===== config.mk =====
export PLATFORM = sky130hd
export DESIGN_NAME = rfcirq_top
export DESIGN_NICKNAME = d
export VERILOG_FILES = /design/src/core/rfcirq_pkg.sv /design/src/core/rfcirq_timebase.sv /design/src/core/rfcirq_top.sv
export SDC_FILE = /design/constraint.sdc
export NUM_CORES = 1
export LEC_CHECK = 0
export BUFFER_PORTS_ARGS = -buffer_cell sky130_fd_sc_hd__buf_4
export CAP_MARGIN = 15
export CORE_MARGIN = 1
export CORE_UTILIZATION = 57
export CTS_CLUSTER_SIZE = 28
export DETAILED_ROUTE_END_ITERATION = 16
export PLACE_DENSITY = 0.95
export SYNTH_ARGS = -nofsm -noshare
export SYNTH_HDL_FRONTEND = slang
export SYNTH_SLANG_ARGS = --single-unit
export TNS_END_PERCENT = 10

===== constraint.sdc =====
create_clock -name clk_i -period 5.2 [get_ports clk_i]
set_clock_uncertainty 0.1 [all_clocks]
set_input_delay 1.56 -clock clk_i [delete_from_list [all_inputs] [get_ports clk_i]]
set_output_delay 1.56 -clock clk_i [all_outputs]
set_load 0.02 [all_outputs]

===== src/core/rfcirq_pkg.sv =====
package rfcirq_pkg;

	////////////////////////////////////////////////////////////////////////////
	// register indices; byte address is four times the index
	localparam int AXI_ADDR_W = 20;
	localparam logic [17:0] IDX_TB_LOW = 18'h053a8;
	localparam logic [17:0] IDX_TB_HIGH = 18'h053aa;
	localparam logic [17:0] IDX_IE = 18'h053ac;
	localparam logic [17:0] IDX_FLAGS = 18'h053ae;

	////////////////////////////////////////////////////////////////////////////
	// field layout, shared by enable and flag registers
	localparam int NUM_CAUSES = 5;
	localparam int BIT_REF_DONE = 0;
	localparam int BIT_SENSOR_A_DONE = 1;
	localparam int BIT_SENSOR_B_DONE = 2;
	localparam int BIT_MEAS_OVF = 3;
	localparam int BIT_TB_OVF = 4;
	localparam int TB_WIDTH = 24;

	////////////////////////////////////////////////////////////////////////////
	// reset values
	localparam logic [23:0] RST_TB_COUNT = 24'h000000;
	localparam logic [4:0] RST_IE = 5'h00;
	localparam logic [4:0] RST_FLAGS = 5'h00;

	////////////////////////////////////////////////////////////////////////////
	// bus answers
	localparam logic [1:0] RESP_OKAY = 2'h0;
	localparam logic [1:0] RESP_SLVERR = 2'h2;

	typedef enum logic [2:0] {
		SEL_NONE,
		SEL_TB_LOW,
		SEL_TB_HIGH,
		SEL_IE,
		SEL_FLAGS
	} rfcirq_sel_t;

endpackage : rfcirq_pkg


===== src/core/rfcirq_timebase.sv =====
`timescale 1ns/10ps
module rfcirq_timebase
	import rfcirq_pkg::*;
#(
	parameter int WIDTH = TB_WIDTH
) (
	// clock and reset
	input wire logic clk_i,
	input wire logic rst_n_i,
	// count control
	input wire logic tick_i,
	input wire logic [2:0] load_byte_i,
	input wire logic [WIDTH-1:0] load_data_i,
	// state
	output logic [WIDTH-1:0] count_o,
	output logic ovf_o
);

	typedef struct packed {
		logic [WIDTH-1:0] count;
		logic ovf;
	} rfcirq_tb_state_t;

	rfcirq_tb_state_t r;
	rfcirq_tb_state_t n;

	////////////////////////////////////////////////////////////////////////////
	// a write to any byte overrides the tick in that cycle, so software
	// never races a half-updated count
	always_comb begin
		n = r;
		n.ovf = 1'b0;
		if (|load_byte_i) begin
			for (int b = 0; b < 3; b++) begin
				if (load_byte_i[b]) begin
					n.count[b*8 +: 8] = load_data_i[b*8 +: 8];
				end
			end
		end else if (tick_i) begin
			n.count = r.count + WIDTH'(1);
			n.ovf = &r.count;
		end
	end

	always_ff @(posedge clk_i or negedge rst_n_i) begin
		if (!rst_n_i) begin
			r.count <= RST_TB_COUNT[WIDTH-1:0];
			r.ovf <= 1'b0;
		end else begin
			r <= n;
		end
	end

	assign count_o = r.count;
	assign ovf_o = r.ovf;
endmodule : rfcirq_timebase


===== src/core/rfcirq_top.sv =====
`timescale 1ns/10ps
module rfcirq_top
	import rfcirq_pkg::*;
(
	// clock and reset
	input wire logic clk_i,
	input wire logic rst_n_i,
	// axi4-lite write address
	input wire logic s_axi_awvalid_i,
	output logic s_axi_awready_o,
	input wire logic [AXI_ADDR_W-1:0] s_axi_awaddr_i,
	input wire logic [2:0] s_axi_awprot_i,
	// axi4-lite write data
	input wire logic s_axi_wvalid_i,
	output logic s_axi_wready_o,
	input wire logic [31:0] s_axi_wdata_i,
	input wire logic [3:0] s_axi_wstrb_i,
	// axi4-lite write response
	output logic s_axi_bvalid_o,
	input wire logic s_axi_bready_i,
	output logic [1:0] s_axi_bresp_o,
	// axi4-lite read address
	input wire logic s_axi_arvalid_i,
	output logic s_axi_arready_o,
	input wire logic [AXI_ADDR_W-1:0] s_axi_araddr_i,
	input wire logic [2:0] s_axi_arprot_i,
	// axi4-lite read data
	output logic s_axi_rvalid_o,
	input wire logic s_axi_rready_i,
	output logic [31:0] s_axi_rdata_o,
	output logic [1:0] s_axi_rresp_o,
	// converter events, same clock
	input wire logic tb_tick_i,
	input wire logic meas_ovf_i,
	input wire logic sensor_b_done_i,
	input wire logic sensor_a_done_i,
	input wire logic ref_done_i,
	// interrupt
	output logic irq_o
);

	typedef struct packed {
		logic aw_rdy;
		logic aw_held;
		logic [AXI_ADDR_W-1:0] aw_addr;
		logic w_rdy;
		logic w_held;
		logic [31:0] w_data;
		logic [3:0] w_strb;
		logic bvalid;
		logic [1:0] bresp;
		logic ar_rdy;
		logic rvalid;
		logic [31:0] rdata;
		logic [1:0] rresp;
		rfcirq_sel_t rsel;
		logic [NUM_CAUSES-1:0] ie;
		logic [NUM_CAUSES-1:0] flags;
		logic irq;
	} rfcirq_state_t;

	rfcirq_state_t r;
	rfcirq_state_t n;

	logic wr_fire;
	rfcirq_sel_t wsel;
	rfcirq_sel_t rsel_in;
	logic [2:0] tb_load;
	logic [NUM_CAUSES-1:0] flag_set;
	logic [NUM_CAUSES-1:0] flag_clr;
	logic [TB_WIDTH-1:0] tb_count;
	logic tb_ovf;

	// word index compare; the two byte-offset bits of the address are ignored
	function automatic rfcirq_sel_t decode(input logic [AXI_ADDR_W-1:0] addr);
		rfcirq_sel_t s;
		s = SEL_NONE;
		case (addr[AXI_ADDR_W-1:2])
			IDX_TB_LOW: s = SEL_TB_LOW;
			IDX_TB_HIGH: s = SEL_TB_HIGH;
			IDX_IE: s = SEL_IE;
			IDX_FLAGS: s = SEL_FLAGS;
			default: s = SEL_NONE;
		endcase
		return s;
	endfunction : decode

	////////////////////////////////////////////////////////////////////////////
	// time base counter
	rfcirq_timebase #(
		.WIDTH(TB_WIDTH)
	) rfcirq_timebase_i (
		.clk_i(clk_i),
		.rst_n_i(rst_n_i),
		.tick_i(tb_tick_i),
		.load_byte_i(tb_load),
		// the high register carries count bits 23..16 on byte lane 0
		.load_data_i({r.w_data[7:0], r.w_data[15:0]}),
		.count_o(tb_count),
		.ovf_o(tb_ovf)
	);

	////////////////////////////////////////////////////////////////////////////
	// next state
	always_comb begin
		n = r;
		wsel = decode(r.aw_addr);
		rsel_in = decode(s_axi_araddr_i);
		wr_fire = r.aw_held && r.w_held && !r.bvalid;
		tb_load = 3'h0;
		flag_clr = '0;
		flag_set = '0;

		// write channels are taken independently, in either order
		if (s_axi_awvalid_i && r.aw_rdy) begin
			n.aw_held = 1'b1;
			n.aw_addr = s_axi_awaddr_i;
		end
		if (s_axi_wvalid_i && r.w_rdy) begin
			n.w_held = 1'b1;
			n.w_data = s_axi_wdata_i;
			n.w_strb = s_axi_wstrb_i;
		end
		if (r.bvalid && s_axi_bready_i) begin
			n.bvalid = 1'b0;
		end
		if (wr_fire) begin
			n.aw_held = 1'b0;
			n.w_held = 1'b0;
			n.bvalid = 1'b1;
			n.bresp = (wsel == SEL_NONE) ? RESP_SLVERR : RESP_OKAY;
		end

		// register writes
		if (wr_fire) begin
			case (wsel)
				SEL_TB_LOW: tb_load[1:0] = r.w_strb[1:0];
				SEL_TB_HIGH: tb_load[2] = r.w_strb[0];
				SEL_IE: begin
					if (r.w_strb[0]) begin
						n.ie = r.w_data[NUM_CAUSES-1:0];
					end
				end
				SEL_FLAGS: begin
					if (r.w_strb[0]) begin
						flag_clr = r.w_data[NUM_CAUSES-1:0];
					end
				end
				default: tb_load = 3'h0;
			endcase
		end

		// a cause arriving with its clear is kept: set wins
		flag_set[BIT_TB_OVF] = tb_ovf;
		flag_set[BIT_MEAS_OVF] = meas_ovf_i;
		flag_set[BIT_SENSOR_B_DONE] = sensor_b_done_i;
		flag_set[BIT_SENSOR_A_DONE] = sensor_a_done_i;
		flag_set[BIT_REF_DONE] = ref_done_i;
		n.flags = (r.flags & ~flag_clr) | flag_set;
		n.irq = |(n.flags & n.ie);

		// reads
		if (r.rvalid && s_axi_rready_i) begin
			n.rvalid = 1'b0;
		end
		if (s_axi_arvalid_i && r.ar_rdy) begin
			n.rvalid = 1'b1;
			n.rsel = rsel_in;
			n.rresp = RESP_OKAY;
			n.rdata = 32'h00000000;
			case (rsel_in)
				SEL_TB_LOW: n.rdata[15:0] = tb_count[15:0];
				SEL_TB_HIGH: n.rdata[7:0] = tb_count[23:16];
				SEL_IE: n.rdata[NUM_CAUSES-1:0] = r.ie;
				SEL_FLAGS: n.rdata[NUM_CAUSES-1:0] = r.flags;
				default: n.rresp = RESP_SLVERR;
			endcase
		end

		// readies registered so every bus output comes from a flop
		n.aw_rdy = !n.aw_held;
		n.w_rdy = !n.w_held;
		n.ar_rdy = !n.rvalid;
	end

	always_ff @(posedge clk_i or negedge rst_n_i) begin
		if (!rst_n_i) begin
			r <= '0;
			r.ie <= RST_IE;
			r.flags <= RST_FLAGS;
		end else begin
			r <= n;
		end
	end

	////////////////////////////////////////////////////////////////////////////
	// outputs
	assign s_axi_awready_o = r.aw_rdy;
	assign s_axi_wready_o = r.w_rdy;
	assign s_axi_bvalid_o = r.bvalid;
	assign s_axi_bresp_o = r.bresp;
	assign s_axi_arready_o = r.ar_rdy;
	assign s_axi_rvalid_o = r.rvalid;
	assign s_axi_rdata_o = r.rdata;
	assign s_axi_rresp_o = r.rresp;
	assign irq_o = r.irq;
endmodule : rfcirq_top


# Yosys cells after proc, flatten, opt, wreduce, memory -nomap -nowiden
# Index checks and enable logic that the tools add are counted.
[totals]
register_bits = 122
wordCells = 96
out_inout_bits = 42
in_bits = 94
[classes]
n_eq_ne = 19
n_bitwise = 4
n_mux = 30
add_sub_neg = 1
reduce_logical = 21
[op_table]
columns = ["op", "n"]
rows = [
  ["== test 18 x 15 -> 1 bit, second input constant", 8],
  ["2-to-1 mux 38 bit", 1],
  ["2-to-1 mux 37 bit", 1],
  ["2-to-1 mux 8 bit", 4],
  ["2-to-1 mux 5 bit", 6],
  ["2-to-1 mux 25 bit", 1],
  ["adder 24 x 1 -> 24 bit, second input constant", 1],
  ["2-to-1 mux 24 bit", 1],
  ["case mux 3 bit (4 select lines)", 2],
  ["AND reduction 24 bit", 1],
  ["2-to-1 mux 21 bit", 1],
  ["case mux 5 bit (4 select lines)", 1],
  ["== test 3 x 2 -> 1 bit, second input constant", 4],
  ["AND 5 bit", 2],
  ["logical AND 1 bit", 7],
  ["== test 3 x 1 -> 1 bit, second input constant", 2],
  ["== test 3 bit, second input constant", 2],
  ["2-to-1 mux 1 bit", 6],
  ["2-to-1 mux 2 bit", 3],
  ["2-to-1 mux 3 bit", 2],
  ["!= test 2 x 1 -> 1 bit, second input constant", 3],
  ["case mux 3 bit (2 select lines)", 1],
  ["AND reduction 2 bit", 3],
  ["NOT 5 bit", 1],
  ["other kinds (7)", 11],
]

# Logic depth before layout (Yosys ltp)
[depth]
word_depth = 10
depth_mapped = 9
mapped_depth_nobuf = 7

# Modules after synthesis
# A second synthesis with hierarchy kept.
[hier_totals]
hier_cells = 439
area_unflattened_um2 = 4917.2
[by_module_without_submodules]
columns = ["module", "area_per_inst_um2", "cells_each", "n_inst", "seq_area_each_um2"]
rows = [
  ["rfcirq_top", 3328.2, 261, 1, 1801.7],
  ["rfcirq_timebase", 1589.0, 178, 1, 625.6],
]

# Least setup slack after synthesis
# OpenSTA, ideal clock, no wires.
[synth_timing]
path_type = "input port to flip-flop"
from = "in s_axi_araddr_i[17]"
to = "reg r (netlist bit s_axi_rdata_o[10])"
slack_ns = 2.190
required_ns = 5.033
arrival_ns = 2.843
setup_time_ns = 0.067
path_stages = 5
path_buffers = 0
cell_sequence = "nor4bb_1 -> nand4_1 -> or3_1 -> nor2_1 -> a22o_1"
[synth_via]
elab_chain_len = 4
elab_cells_between_ends = 7
classes_between = "eq/ne: 5; mux: 2"
[synth_rtl]
columns = ["element", "line", "text"]
rows = [
  ["from (decl)", "rfcirq_top.sv:25", "input wire logic [AXI_ADDR_W-1:0] s_axi_araddr_i,"],
  ["== test 18 x 15 -> 1 bit", "rfcirq_top.sv:78", "case (addr[AXI_ADDR_W-1:2])"],
  ["case mux 3 bit (4 select lines) (*)", "rfcirq_top.sv:78", ""],
  ["== test 3 x 1 -> 1 bit (*)", "rfcirq_top.sv:171", "case (rsel_in)"],
  ["2-to-1 mux 8 bit (*)", "rfcirq_top.sv:171", ""],
  ["to (signal assigned)", "rfcirq_top.sv:192", "r <= n;"],
  ["to (decl)", "rfcirq_top.sv:62", "rfcirq_state_t r;"],
]
# Mark *: on every way between the ends. The rest lies on a longest branch, timed or not.
# A chain may end at the register's enable or synchronous reset.

# Worst setup path after layout
[layout_timing]
from = "in s_axi_araddr_i[17]"
to = "reg r (netlist bit s_axi_rdata_o[14])"
# The elaborated chain is that of the path after synthesis.

==> out/metrics.yaml <==
synthFlopType: "dfrtp_1"
maxSlewViolCount: 0
drc: 0
vias_per_cell: 6.18
ctsHoldBuffers: 0
ys_types: 71
grt_start_max_net_pins: 68
antennaDiodeCount: 0
grt_pass1_wl_mm: 18.6
worst_slew_pin_slew_ns: 0.911
synth_cells: 472
fp.dieH_um: 96.2
leakage_nw: 2.57
vias: 3992
dieArea_um2: 9250
cts_tree: "built"
drive_gt1_share_pct: 30.7
slowest_delay_ns: 0.44
slew_headroom_pct: 39.3
cp_max_fo: 8
final_common_cell: "dfrtp_1"
min_path_cells: 2
max-vdd-ir-drop_mv: 0.305
grt_pass1_vias: 3872
dp_hpwl_mm: 8.26
switching_share_pct: 32.5
cellPowerDensity_nw_per_um2: 369
synth_warnings: 0
arrival_ns: 3.31
intPower_w: 0.00144
clk_pin_slew_ns: 0.10
clkPwrFrac_pct: 25.1
drt-initial-drc-count: 335
fmax_mhz: 321
tns_ns: 0
setup_viol: 0
rsz0062_at_grt: "false"
fin_crit_ns: 3.11
timing.final.crit_share_pct: 59.9
post_cts_buffers: 0
dieWidth_um: 96.2
crit_family: "simple AND/OR/NAND/NOR gates"
worstPathRequired_ns: 5.40
cts.sinks: 97
cts_made_buffers: 9
power_w: 0.00214
cts_resized: 0
drt_first_pass_iters: 5
clock_latency_ns: 0.36
io_pins: 136
p_switching_w: 0.000694
sequentialPowerShare_pct: 52.7
wire_per_inst_um: 17.5
ff2ff_path_depth: 6
worst-setup-path-type: "input port to flip-flop"
cts_max_level: 3
status: "complete, no violations"
ys_ff_latch: 97
syn_area_per_cell_um2: 10.7
rows: 33
path_cells: "buf_4 -> nor4bb_1 -> nand4_1 -> or3_1 -> nor2_1 -> a22o_1"
gr-total-overflow: 0
slowest_stage: "or3_1"
antenna_left: 0
syn_to_final_growth_pct: 14.5
hold_violations: 0
gp_congestion: 0.914
initial_core_util_pct: 60.3
crit_path_end_kind: "flip-flop"
power_frac_comb_pct: 22.2
drv_cap: 0
startpoint_type: "input port"
antenna_found_initial: 0
root_buffer: "clkbuf_8"
placed_cells_incl_taps: 629
crit_cells: 6
drt_wl_total_mm: 11.3
largest-register: "r"
synth-edff-count: 0
instances_no_fill: 646
ys_seq_area_share_pct: 48.0
coreArea_um2: 8380
final_cell_mix: "97 x dfrtp_1, 92 x buf_4, 44 x nand2_1"
synthesis.area_um2: 5060
hold-worst-slack_ns: 0.387
min_path_type: "flip-flop to flip-flop"
critPathBufInv: 1
fin_nets: 631
ctsLongestPathBuffers: 2
synthArstFlopShare_pct: 100
portBuffers: 89
gr-usage-all-layers_pct: 26.5
largest_reg_flops: 48
## worst register-to-register path, delay by kind of cell, from the launching register on
family           cells  cell delay, ns
AND/OR/NAND/NOR      3            1.14
AO/OA/AOI/OAI        3            1.07
flip-flops           1            0.40
## metal layers
metal	track usage (%)	vias up	routed length (um)
met5	0	-	0
met4	11.9	0	355
met3	4.90	32	924
met2	43.7	221	5460
met1	34.0	1934	4540
li1	-	1805	-
## path summary, 6_finish.rpt
check | startpoint | end | slack [ns]
max in group asynchronous | rst_n_i | s_axi_rdata_o[7] | 2.87
min in group asynchronous | rst_n_i | r[109] | 1.17
max | s_axi_araddr_i[17] | s_axi_rdata_o[14] | 2.09
max reg2reg | r[97] | rfcirq_timebase_i.count_o[6] | 2.44
min reg2reg | s_axi_rdata_o[1] | s_axi_rdata_o[1] | 0.39
min | s_axi_rdata_o[1] | s_axi_rdata_o[1] | 0.39
## cells by family after synthesis
| family | after synthesis | synth area share [%] |
|---|---|---|
| DFF | 97 | 48.0 |
| and+or+nand+nor | 165 | 18.8 |
| adders and majority gates | 1 | 0.247 |
| xor gates and xnor gates | 3 | 0.520 |
| muxes | 44 | 10.8 |
| other | 1 | 0.0741 |
| AOI/OAI and AO/OA | 94 | 13.4 |
| buffers and inverters | 67 | 8.19 |
## area by class of cell
cell class                 instances  area, um^2
clock buffer                      10         128
clock inverter                     6        91.3
fill                             595        2590
inverter                          10        37.5
multi-input combinational        325        2280
sequential                        97        2430
tap                              105         131
timing repair buffer              93         696
## metrics by stage
stage               instance area (um^2)  setup slack (ns)  utilization, %
CTS                                 5790              2.07            69.0
detailed placement                  5570              1.70            66.4
finish                              5790              2.09            69.1
floorplan                           5120              2.19               -
global placement                    5570              1.80            66.4
global route                        5790              1.83            69.1
## synthesized netlist by cell type, types with 2 or more instances
cell | instances | area (um^2)
a211o_1 | 3 | 26.3
a21o_1 | 5 | 37.5
a21oi_1 | 13 | 65.1
a221o_1 | 2 | 20.0
a22o_1 | 8 | 70.1
a22oi_1 | 2 | 15.0
a31oi_1 | 2 | 12.5
a41oi_1 | 2 | 17.5
and2_1 | 4 | 25.0
and3_1 | 8 | 50.1
buf_1 | 2 | 7.51
buf_2 | 4 | 20.0
buf_4 | 38 | 285
buf_6 | 2 | 22.5
clkbuf_1 | 11 | 41.3
dfrtp_1 | 97 | 2430
inv_1 | 10 | 37.5
mux2_2 | 36 | 405
mux2i_1 | 3 | 30.0
mux4_2 | 5 | 113
nand2_1 | 44 | 165
nand2b_1 | 8 | 50.1
nand3_1 | 20 | 100
nand4_1 | 6 | 37.5
nand4b_1 | 2 | 17.5
nor2_1 | 23 | 86.3
nor3_1 | 12 | 60.1
nor3b_1 | 5 | 37.5
nor4_1 | 7 | 43.8
nor4b_4 | 2 | 47.6
nor4bb_1 | 2 | 20.0
o21ai_0 | 33 | 165
o221ai_1 | 8 | 70.1
o41a_1 | 3 | 33.8
or2_2 | 2 | 12.5
or4_4 | 2 | 22.5
xnor2_1 | 2 | 17.5
## power groups by stage
stage          sequential (W)  combinational [W]  clock, W
3_5_place_dp          0.00113           0.000478         0
5_1_grt               0.00115           0.000522  0.000577
2_1_floorplan         0.00106           0.000371         0
3_3_place_gp          0.00112           0.000450         0
4_1_cts               0.00112           0.000479  0.000542
6_report              0.00113           0.000475  0.000537
No activity file was read; power rests on OpenSTA's default activity.
